<file path="src/verilog/sram_ctrl_regs.vh">
// timing constants for the asynchronous 64k x 4 memory controller
`ifndef SRAM_CTRL_REGS_VH
`define SRAM_CTRL_REGS_VH
`define CLK_PERIOD_PS 5000
// slowest speed grade figures, in picoseconds
`define CYCLE_TIME_PS 12000
`define ADDRESS_TO_DATA_DELAY_PS 12000
`define SELECT_TO_DATA_DELAY_PS 12000
`define DESELECT_TO_FLOAT_DELAY_PS 6000
`define STROBE_PULSE_WIDTH_PS 10000
`define ADDRESS_TO_STROBE_END_PS 10000
`define DATA_SETUP_TO_STROBE_END_PS 6000
`define STROBE_TO_FLOAT_DELAY_PS 6000
`define STROBE_END_TO_DRIVE_DELAY_PS 3000
`define SELECT_PULSE_WIDTH_PS 9000
// least times round up to whole cycles
`define CYC_UP(t) (((t) + `CLK_PERIOD_PS - 1) / `CLK_PERIOD_PS)
`define READ_WAIT_CYC `CYC_UP(`SELECT_TO_DATA_DELAY_PS)
`define FLOAT_WAIT_CYC `CYC_UP(`DESELECT_TO_FLOAT_DELAY_PS)
`define STROBE_CYC `CYC_UP(`STROBE_PULSE_WIDTH_PS)
`define STROBE_FLOAT_CYC `CYC_UP(`STROBE_TO_FLOAT_DELAY_PS)
`endif

</file>
<file path="src/verilog/sram_delay_count.v">
// down counter that signals when a loaded wait has elapsed
`timescale 1ns/1ps
module sram_delay_count #(
  parameter WIDTH = 4
) (
  input wire sys_clk_i,
  input wire sys_rst_i,
  input wire load_i,
  input wire [WIDTH-1:0] value_i,
  output wire done_o
);
  reg [WIDTH-1:0] count_q;
  always @(posedge sys_clk_i)
  begin
    if (sys_rst_i)
      count_q <= {WIDTH{1'b0}};
    else if (load_i)
      count_q <= value_i;
    else if (count_q != {WIDTH{1'b0}})
      count_q <= count_q - {{(WIDTH-1){1'b0}}, 1'b1};
  end
  assign done_o = (count_q == {WIDTH{1'b0}}) && !load_i;
endmodule // sram_delay_count

</file>
<file path="src/verilog/sram_host_ctrl.v">
// host controller driving an asynchronous 64k x 4 static memory
`timescale 1ns/1ps
`include "sram_ctrl_regs.vh"
module sram_host_ctrl #(
  parameter ADDR_WIDTH = 16,
  parameter DATA_WIDTH = 4
) (
  input wire sys_clk_i,
  input wire sys_rst_i,
  input wire req_valid_i,
  input wire req_write_i,
  input wire [ADDR_WIDTH-1:0] req_addr_i,
  input wire [DATA_WIDTH-1:0] req_wdata_i,
  output reg req_ready_o,
  output reg rsp_valid_o,
  output reg [DATA_WIDTH-1:0] rsp_rdata_o,
  output reg [ADDR_WIDTH-1:0] word_address_o,
  output reg chip_select_n_o,
  output reg output_enable_n_o,
  output reg write_strobe_n_o,
  input wire [DATA_WIDTH-1:0] data_bus_i,
  output reg [DATA_WIDTH-1:0] data_bus_o,
  output reg data_bus_oe_o
);
  localparam ST_IDLE = 3'h0;
  localparam ST_READ = 3'h1;
  localparam ST_RFLOAT = 3'h2;
  localparam ST_WSTROBE = 3'h3;
  localparam ST_WEND = 3'h4;
  localparam ST_WFLOAT = 3'h5;
  // whole-cycle counts, cut to the counter width
  localparam integer READ_WAIT_N = `READ_WAIT_CYC;
  localparam integer FLOAT_WAIT_N = `FLOAT_WAIT_CYC;
  localparam integer STROBE_WAIT_N = `STROBE_CYC;
  localparam integer STROBE_FLOAT_N = `STROBE_FLOAT_CYC;
  localparam [3:0] READ_WAIT = READ_WAIT_N[3:0];
  localparam [3:0] FLOAT_WAIT = FLOAT_WAIT_N[3:0];
  localparam [3:0] STROBE_WAIT = STROBE_WAIT_N[3:0];
  localparam [3:0] STROBE_FLOAT_WAIT = STROBE_FLOAT_N[3:0];

  reg [2:0] state_q;
  reg [2:0] state_d;
  reg load_q;
  reg load_d;
  reg [3:0] load_val_q;
  reg [3:0] load_val_d;
  // next values of the registered outputs
  reg ready_d;
  reg rsp_valid_d;
  reg [DATA_WIDTH-1:0] rdata_d;
  reg [ADDR_WIDTH-1:0] address_d;
  reg select_n_d;
  reg read_en_n_d;
  reg strobe_n_d;
  reg [DATA_WIDTH-1:0] bus_data_d;
  reg bus_drive_d;
  wire wait_done;

  sram_delay_count #(
    .WIDTH(4)
  ) u_wait (
    .sys_clk_i(sys_clk_i),
    .sys_rst_i(sys_rst_i),
    .load_i(load_q),
    .value_i(load_val_q),
    .done_o(wait_done)
  );

  always @*
  begin
    state_d = state_q;
    load_d = 1'b0;
    load_val_d = load_val_q;
    ready_d = 1'b0;
    rsp_valid_d = 1'b0;
    rdata_d = rsp_rdata_o;
    address_d = word_address_o;
    select_n_d = chip_select_n_o;
    read_en_n_d = output_enable_n_o;
    strobe_n_d = write_strobe_n_o;
    bus_data_d = data_bus_o;
    bus_drive_d = data_bus_oe_o;
    case (state_q)
      ST_IDLE:
      begin
        if (req_valid_i && req_ready_o)
        begin
          // address set at select fall, held through cycle
          address_d = req_addr_i;
          select_n_d = 1'b0;
          load_d = 1'b1;
          if (req_write_i)
          begin
            // strobe falls with select so memory never drives
            strobe_n_d = 1'b0;
            read_en_n_d = 1'b1;
            // data captured now, driven once memory floats
            bus_data_d = req_wdata_i;
            load_val_d = STROBE_WAIT;
            state_d = ST_WSTROBE;
          end
          else
          begin
            strobe_n_d = 1'b1;
            read_en_n_d = 1'b0;
            load_val_d = READ_WAIT;
            state_d = ST_READ;
          end
        end
        else
          ready_d = 1'b1;
      end
      ST_READ:
      begin
        // sample after access time and cycle time
        if (wait_done && !load_q)
        begin
          rdata_d = data_bus_i;
          rsp_valid_d = 1'b1;
          select_n_d = 1'b1;
          read_en_n_d = 1'b1;
          load_d = 1'b1;
          load_val_d = FLOAT_WAIT;
          state_d = ST_RFLOAT;
        end
      end
      ST_RFLOAT:
      begin
        // wait for memory to release the bus before any drive
        if (wait_done && !load_q)
        begin
          ready_d = 1'b1;
          state_d = ST_IDLE;
        end
      end
      ST_WSTROBE:
      begin
        // drive data only once memory has floated
        if (!load_q && !data_bus_oe_o)
          bus_drive_d = 1'b1;
        // strobe width covers address, select and data setup
        if (wait_done && !load_q && data_bus_oe_o)
        begin
          // select and strobe rise together, output stays float
          strobe_n_d = 1'b1;
          select_n_d = 1'b1;
          state_d = ST_WEND;
        end
      end
      ST_WEND:
      begin
        // data held one cycle past write end
        bus_drive_d = 1'b0;
        load_d = 1'b1;
        load_val_d = STROBE_FLOAT_WAIT;
        state_d = ST_WFLOAT;
      end
      ST_WFLOAT:
      begin
        if (wait_done && !load_q)
        begin
          ready_d = 1'b1;
          state_d = ST_IDLE;
        end
      end
      default:
        state_d = ST_IDLE;
    endcase
  end

  always @(posedge sys_clk_i)
  begin
    if (sys_rst_i)
    begin
      state_q <= ST_IDLE;
      load_q <= 1'b0;
      load_val_q <= 4'h0;
      req_ready_o <= 1'b0;
      rsp_valid_o <= 1'b0;
      rsp_rdata_o <= {DATA_WIDTH{1'b0}};
      word_address_o <= {ADDR_WIDTH{1'b0}};
      chip_select_n_o <= 1'b1;
      output_enable_n_o <= 1'b1;
      write_strobe_n_o <= 1'b1;
      data_bus_o <= {DATA_WIDTH{1'b0}};
      data_bus_oe_o <= 1'b0;
    end
    else
    begin
      state_q <= state_d;
      load_q <= load_d;
      load_val_q <= load_val_d;
      req_ready_o <= ready_d;
      rsp_valid_o <= rsp_valid_d;
      rsp_rdata_o <= rdata_d;
      word_address_o <= address_d;
      chip_select_n_o <= select_n_d;
      output_enable_n_o <= read_en_n_d;
      write_strobe_n_o <= strobe_n_d;
      data_bus_o <= bus_data_d;
      data_bus_oe_o <= bus_drive_d;
    end
  end
endmodule // sram_host_ctrl

</file>
<file path="config.mk">
export PLATFORM = sky130hd
export DESIGN_NAME = sram_host_ctrl
export DESIGN_NICKNAME = d
export VERILOG_FILES = /design/src/verilog/sram_delay_count.v /design/src/verilog/sram_host_ctrl.v
export VERILOG_INCLUDE_DIRS = /design/src /design/src/verilog
export SDC_FILE = /design/constraint.sdc
export NUM_CORES = 1
export LEC_CHECK = 0
export BUFFER_PORTS_ARGS = -buffer_cell sky130_fd_sc_hd__buf_2
export CAP_MARGIN = 20
export CORE_UTILIZATION = 53
export DETAILED_ROUTE_END_ITERATION = 10
export GPL_ROUTABILITY_DRIVEN = 0
export PLACE_DENSITY_LB_ADDON = 0.12
export SYNTH_ARGS = -nofsm -noshare
export SYNTH_HDL_FRONTEND = slang
export SYNTH_HIERARCHICAL = 1
export SYNTH_SLANG_ARGS = --single-unit
</file>
<file path="constraint.sdc">
create_clock -name sys_clk_i -period 4.5 [get_ports sys_clk_i]
set_input_delay 0.225 -clock sys_clk_i [delete_from_list [all_inputs] [get_ports sys_clk_i]]
set_output_delay 0.225 -clock sys_clk_i [all_outputs]
set_load 0.02 [all_outputs]
</file>
# ---- Yosys cells after proc, flatten, opt, wreduce, memory -nomap -nowiden
# Cells that the tools add are included.
dict set report word_totals {
  rom_bits 0
  out_inout_bits 30
  regBits 42
  n_memories 0
  latchBits 0
  ramBits 0
}
dict set report op_classes {
  n_eq_ne 10
  reduce_logical 27
  bitwise 1
  div_mod_pow 0
  mux 29
  shifts 0
  n_lt_le_gt_ge 0
  n_mul 0
  addsub 1
}
# op count
set ops {}
lappend ops {{4-bit 2-to-1 mux} 4}
lappend ops {{3-bit one-hot mux with 5 select lines} 1}
lappend ops {{1-bit 2-to-1 mux} 12}
lappend ops {{3-bit 2-to-1 mux} 4}
lappend ops {{4-bit one-hot mux with 3 select lines} 1}
lappend ops {{3-bit AND reduction} 4}
lappend ops {{2-bit != test, second input constant} 4}
lappend ops {{1-bit one-hot mux with 2 select lines} 4}
lappend ops {{4-bit AND reduction} 2}
lappend ops {{2-bit nonzero test} 4}
lappend ops {{3-bit by 2-bit == test with 1-bit output, second input constant} 2}
lappend ops {{3-bit == test, second input constant} 2}
lappend ops {{1-bit one-hot mux with 3 select lines} 2}
lappend ops {{2-bit AND reduction} 3}
lappend ops {{3-bit nonzero test} 2}
lappend ops {{1-bit logical AND} 5}
lappend ops {{4-bit logical NOT} 1}
lappend ops {{4-bit nonzero test} 1}
lappend ops {{2-bit OR reduction} 2}
lappend ops {{4-bit by 1-bit subtractor with 4-bit output, second input constant} 1}
lappend ops {{3-bit by 1-bit == test with 1-bit output, second input constant} 1}
lappend ops {{3-bit logical NOT} 1}
lappend ops {{1-bit logical NOT} 2}
lappend ops {{2-bit 2-to-1 mux} 1}
lappend ops {{2 further kinds} 2}

# ---- Logic depth before layout (Yosys ltp)
dict set report logic_depth {
  word_depth 6
  depth_mapped 7
  depth_no_buf 7
}

# ---- Hierarchy
# Netlist, hierarchy kept.
# mod cells_per_inst area_per_inst_um2 instances
set by_module_without_submodules {}
lappend by_module_without_submodules {sram_host_ctrl 176 1502.7 1}
lappend by_module_without_submodules {sram_delay_count 26 232.7 1}

# ---- Worst setup path after synthesis
# No wires, ideal clock.
dict set report synth_path {
  path_type {register to register}
  startpoint {register u_wait.count_q[0]}
  endpoint {register load_val_q[0]}
  required_ps 4383
  t_arrival_ps 1925
  setup_slack_ps 2458
  period_less_slack_ps 2042
  stages_incl_launch_ff 8
  n_path_buf 0
  setup_ps 117
  path_cell_list {dfxtp_1 > inv_1 > ha_1 > nor3b_1 > nor2b_1 > and4bb_2 > a22oi_1 > a32o_1}
}
dict set report synth_between {
  elab_chain_len 5
}
# item line_no
set synth_lines {}
lappend synth_lines {{start, declared} sram_delay_count.v:12} ;# reg [WIDTH-1:0] count_q;
lappend synth_lines {{start signal, assigned} sram_delay_count.v:16} ;# count_q <= {WIDTH{1'b0}};
lappend synth_lines {{start signal, assigned} sram_delay_count.v:18} ;# count_q <= value_i;
lappend synth_lines {{start signal, assigned} sram_delay_count.v:20} ;# count_q <= count_q - {{(WIDTH-1){1'b0}}, 1'b1};
lappend synth_lines {{4-bit logical NOT} sram_delay_count.v:22} ;# assign done_o = (count_q == {WIDTH{1'b0}}) && !load_i;
lappend synth_lines {{1-bit logical AND} sram_delay_count.v:22}
lappend synth_lines {{via wait_done} sram_host_ctrl.v:57} ;# wire wait_done;
lappend synth_lines {{1-bit logical AND} sram_host_ctrl.v:116} ;# if (wait_done && !load_q)
lappend synth_lines {{2-bit != test (no line)} --}
lappend synth_lines {{3-bit AND reduction (no line)} --}
lappend synth_lines {{end signal, assigned} sram_host_ctrl.v:192} ;# load_val_q <= load_val_d;
lappend synth_lines {{end, declared} sram_host_ctrl.v:45} ;# reg [3:0] load_val_q;
# The timed path passes the listed nets, and every way through them passes these cells.
# A chain may end at the register's enable or synchronous reset.

# ---- Worst setup path in the final report
dict set report layout_path {
  startpoint {register state_q[2]}
  endpoint {register data_bus_o[0]}
}
dict set report layout_between {
  elab_chain_len 2
}
# item line_no
set layout_lines {}
lappend layout_lines {{start, declared} sram_host_ctrl.v:41} ;# reg [2:0] state_q;
lappend layout_lines {{start signal, assigned} sram_host_ctrl.v:190} ;# state_q <= state_d;
lappend layout_lines {{3-bit logical NOT} sram_host_ctrl.v:83} ;# case (state_q)
lappend layout_lines {{3-bit AND reduction (no line)} --}
lappend layout_lines {{end signal, assigned} sram_host_ctrl.v:185} ;# data_bus_o <= {DATA_WIDTH{1'b0}};
lappend layout_lines {{end signal, assigned} sram_host_ctrl.v:200} ;# data_bus_o <= bus_data_d;
lappend layout_lines {{end, declared} sram_host_ctrl.v:22} ;# output reg [DATA_WIDTH-1:0] data_bus_o,
# No other way between the ends.

==> summary.txt <==
Clocking
  – CTS tree: yes
  – Worst-Skew Late Latency: between 0.3 and 0.4 ns
  – TritonCTS Buffers: 5
  – Post-CTS Hold Fix Bufs: 0
  – Clk buf depth: 2
  – Reg clk slew, reported paths: 0.11 ns
  – Post-CTS setup buffers: 0
  – H-tree levels: 2
  – Sink Count: 40
  – PostCTS Resize Cnt: 0
  – Root Buffer: clkbuf_4

Hold path
  – Hold endpoint: data_bus_o[1]$_SDFFE_PP0P_
  – Worst hold path type: in2reg
  – Worst hold path startpoint: req_wdata_i[1]
  – Worst Hold Path Cells: 2

Route
  – Avg Vias per Cell: 5.55
  – Post-route ant nets: 0
  – Met2 wire length: between 1500 and 2000 µm
  – Initial DRT Pass Iterations: 5
  – Total Wirelength: ~3800 µm
  – DRT met1 WL: approximately 1700 µm
  – DRC viols: 0
  – DR vias: between 1500 and 2000
  – Met3 WL: between 300 and 400 µm
  – WL per Instance: 12.8 µm
  – DRT iter0 DRCs: approximately 120
  – Top routing layer in use: met4

Floorplanning
  – Core Rows: 20
  – Starting Density: between 50% and 60%
  – Die Span Y: 59.2 µm
  – Horiz. Die Dim: slightly below 60 µm
  – DIE AREA: 3510 µm²
  – Io pins: 58
  – Core ar.: between 3000 and 4000 µm²

Timing
  – Fin. Hold Viols: 0
  – Unrepaired setup endpoints after global routing: false
  – Worst slew pin tran: around 0.8 ns
  – Setup WS post-layout: a little over 2 ns
  – Tmin final: roughly 2.5 ns
  – Endpoints failing setup: 0
  – Slew Limit Fails: 0
  – Max Clock Freq: between 0.4 and 0.5 GHz
  – Skew final: between 0.01 and 0.015 ns
  – Slew headroom: a little under half
  – Fin crit share: 54.6%
  – TNS Setup: 0 ns

Worst setup path
  – Setup Crit Path Kind: reg2reg
  – R2R setup slack: between 2 and 2.5 ns
  – RR Endpoint: data_bus_o[0]$_SDFFE_PP0P_
  – Worst r2r src: state_q[2]$_SDFFE_PP0P_
  – Slowest CP cell: dfxtp_1
  – CP Max Fanout: 27
  – CP Cell Sequence: clkinv_1 -> and3_1 -> a31o_2
  – Worst setup SP type: register
  – CP required: 4.75 ns
  – Critical path's largest stage delay: 0.86 ns
  – R2R depth: 3
  – Worst setup EP type: register
  – Worst Path Arrival: 2.71 ns

Yosys
  – Sequential share of the synthesized area: between 40 and 50%
  – Cell count after synthesis: 202
  – Synth cell types: just over 40
  – Seq cells post-synth: 40
  – Syn Std Cell Area: approximately 1700 µm²
  – Synth warn: 6
  – Syn_area_per_cell: around 8.6 µm²

Power
  – Internal: between 0.6 and 0.7 mW
  – PwrDens: ~460 nW/µm²
  – P_sw: between 0.3 and 0.4 mW
  – Clock share of power: 23.9%
  – Leakage power: approximately 0.86 nW
  – Gate power share: between 20% and 30%
  – Sequential share of power: a little under half
  – Sw Ratio: 32.6%
  – Worst IR Drop VDD: roughly 0.33 mV

Job
  – Number of max-cap violations: 0

Place
  – Post-place setup slack: between 2 and 2.5 ns
  – Dpl cell area: 2000 µm²
  – # port buffers: 57
  – Final HPWL DP: approximately 2500 µm

Global routing
  – Grt ovf: 0
  – Number of global-route vias before repair: between 1000 and 1500
  – Largest net degree at the start of global routing: 42
  – Total GRT Usage: between 20% and 30%
  – First-pass GRT wire length: 6150 µm
  – Initial antenna violation count: 0

Finish
  – Nets@finish: approximately 280
  – Layout cells sized above 1: 28.9%
  – Register area: 801 µm²
  – Fillers: between 200 and 300
  – Area of the multi-input gates: 818 µm²
  – Final instance area: ~2100 µm²
  – Antenna diodes: 0
  – Syn-to-layout area delta: 19.9%

Status
  – Status: completed
[Yosys cell counts, drive strengths merged]
cell,count,area share (%)
dfxtp,40,46
a21oi,29,8.6
o21ai,24,6.9
nand3,21,6.1
inv,11,2.4
clkbuf,9,1.9
nand2,9,1.9
buf,6,2.4
nor2,6,1.3
a311oi,5,2.5
a31o,4,2.0
a211o,2,1.0
a22oi,2,0.86
and4bb,2,1.4
ha,2,1.4
nand3b,2,0.86
nand4bb,2,1.3
nor2b,2,0.72
nor3b,2,0.86
o22ai,2,0.72
or3,2,0.72
xnor2,2,1.0
a211oi,1,0.43
a21o,1,0.43
a221o,1,0.58
a32o,1,0.58
and3,1,0.36
and3b,1,0.50
clkinv,1,0.22
conb,1,0.22
mux2,1,0.65
nand2b,1,0.36
nand4b,1,0.50
nor3,1,0.29
o221ai,1,0.50
o31ai,1,0.43
or2,1,0.36
or4,1,0.43
[worst max path at each step]
stage / cells past startpoint / end / from
final: 3 / data_bus_o[0]$_SDFFE_PP0P_ / state_q[2]$_SDFFE_PP0P_
after global placement: 3 / data_bus_o[3]$_SDFFE_PP0P_ / state_q[2]$_SDFFE_PP0P_
after detailed placement: 3 / data_bus_o[0]$_SDFFE_PP0P_ / state_q[2]$_SDFFE_PP0P_
after CTS: 3 / data_bus_o[0]$_SDFFE_PP0P_ / state_q[2]$_SDFFE_PP0P_
after floorplan: 7 / load_val_q[0]$_SDFFE_PP0P_ / u_wait/count_q[0]$_SDFFE_PP0N_
after global routing: 3 / data_bus_o[0]$_SDFFE_PP0P_ / state_q[2]$_SDFFE_PP0P_
[cell families (layout without fill, tap and decap cells)]
| group | Yosys count | in the layout | synth area share (%) |
|---|---|---|---|
| xor gates and xnor gates | 2 | 2 | 1.01 |
| other | 1 | 2 | 0.216 |
| AOI/OAI and AO/OA | 74 | 74 | 25.6 |
| and+or+nand+nor | 55 | 55 | 18.0 |
| muxes | 1 | 1 | 0.649 |
| buffers and inverters | 27 | 77 | 6.92 |
| DFF | 40 | 40 | 46.1 |
| adders and majority gates | 2 | 2 | 1.44 |
[state kept, by name (all words and copies together) (netlist names)]
| name | flops |
|---|---|
| word_address_o | 16 |
| data_bus_o | 4 |
| rsp_rdata_o | 4 |
| u_wait/count_q | 4 |
| state_q | 3 |
| load_val_q | 2 |
| chip_select_n_o | 1 |
| data_bus_oe_o | 1 |
| load_q | 1 |
| output_enable_n_o | 1 |
| req_ready_o | 1 |
| rsp_valid_o | 1 |
| write_strobe_n_o | 1 |
[per-layer routing]
layer  track usage (%)  up-vias
met5                 0        -
met4              7.14        0
met3              8.08        4
met2              36.6       65
met1              30.2      750
li1                  -      828
[power groups by stage]
stage,sequential [mW],combinational [mW],clock [mW]
after detailed placement,0.452,0.280,0
after floorplan,0.466,0.198,0
final,0.444,0.281,0.227
after CTS,0.444,0.282,0.233
after global placement,0.451,0.276,0
after global routing,0.452,0.318,0.251
[cells in the final DEF, fill, tap and decap left out, drive strengths merged, types with 2 or more instances in the layout]
cell type and n:
and4bb 2, o22ai 2, nand2 9, inv 11, clkbuf 6, nand3 21, a211o 2, a311oi 5
clkinv 2, xnor2 2, o21ai 24, ha 2, nand4bb 2, dfxtp 40, nor2b 2, nor3b 2
buf 57, conb 2, a22oi 2, a21oi 29, a31o 4, nor2 6, nand3b 2, or3 2
[critical path: cells and delay by family, from the launching register on]
family / cells / cell delay [ns]
AO/OA/AOI/OAI: 1 / 0.26
buffers and inverters: 1 / 0.80
flip-flops: 1 / 0.86
AND/OR/NAND/NOR: 1 / 0.44
[stage by stage]
stage                     power [mW]  utilization, %  hold slack, ns  std cells
final                          0.953            67.6          0.0992        297
after global routing            1.02            67.6          0.0808        297
after CTS                      0.959            67.6          0.0891        297
after detailed placement       0.732            65.1           0.449        289
after global placement         0.728            65.1           0.439        289
after floorplan                0.665               -           0.287        203
[cell type report]
type | count | share of cell area (%)
clock inverters | 2 | 1.68
multi-input cells | 136 | 39.3
flip-flops and latches | 40 | 38.5
well taps | 44 | 2.65
inverters | 12 | 2.16
clock buffers | 6 | 1.98
repair buffers | 57 | 13.7
Power figures use the tool's default switching activity.
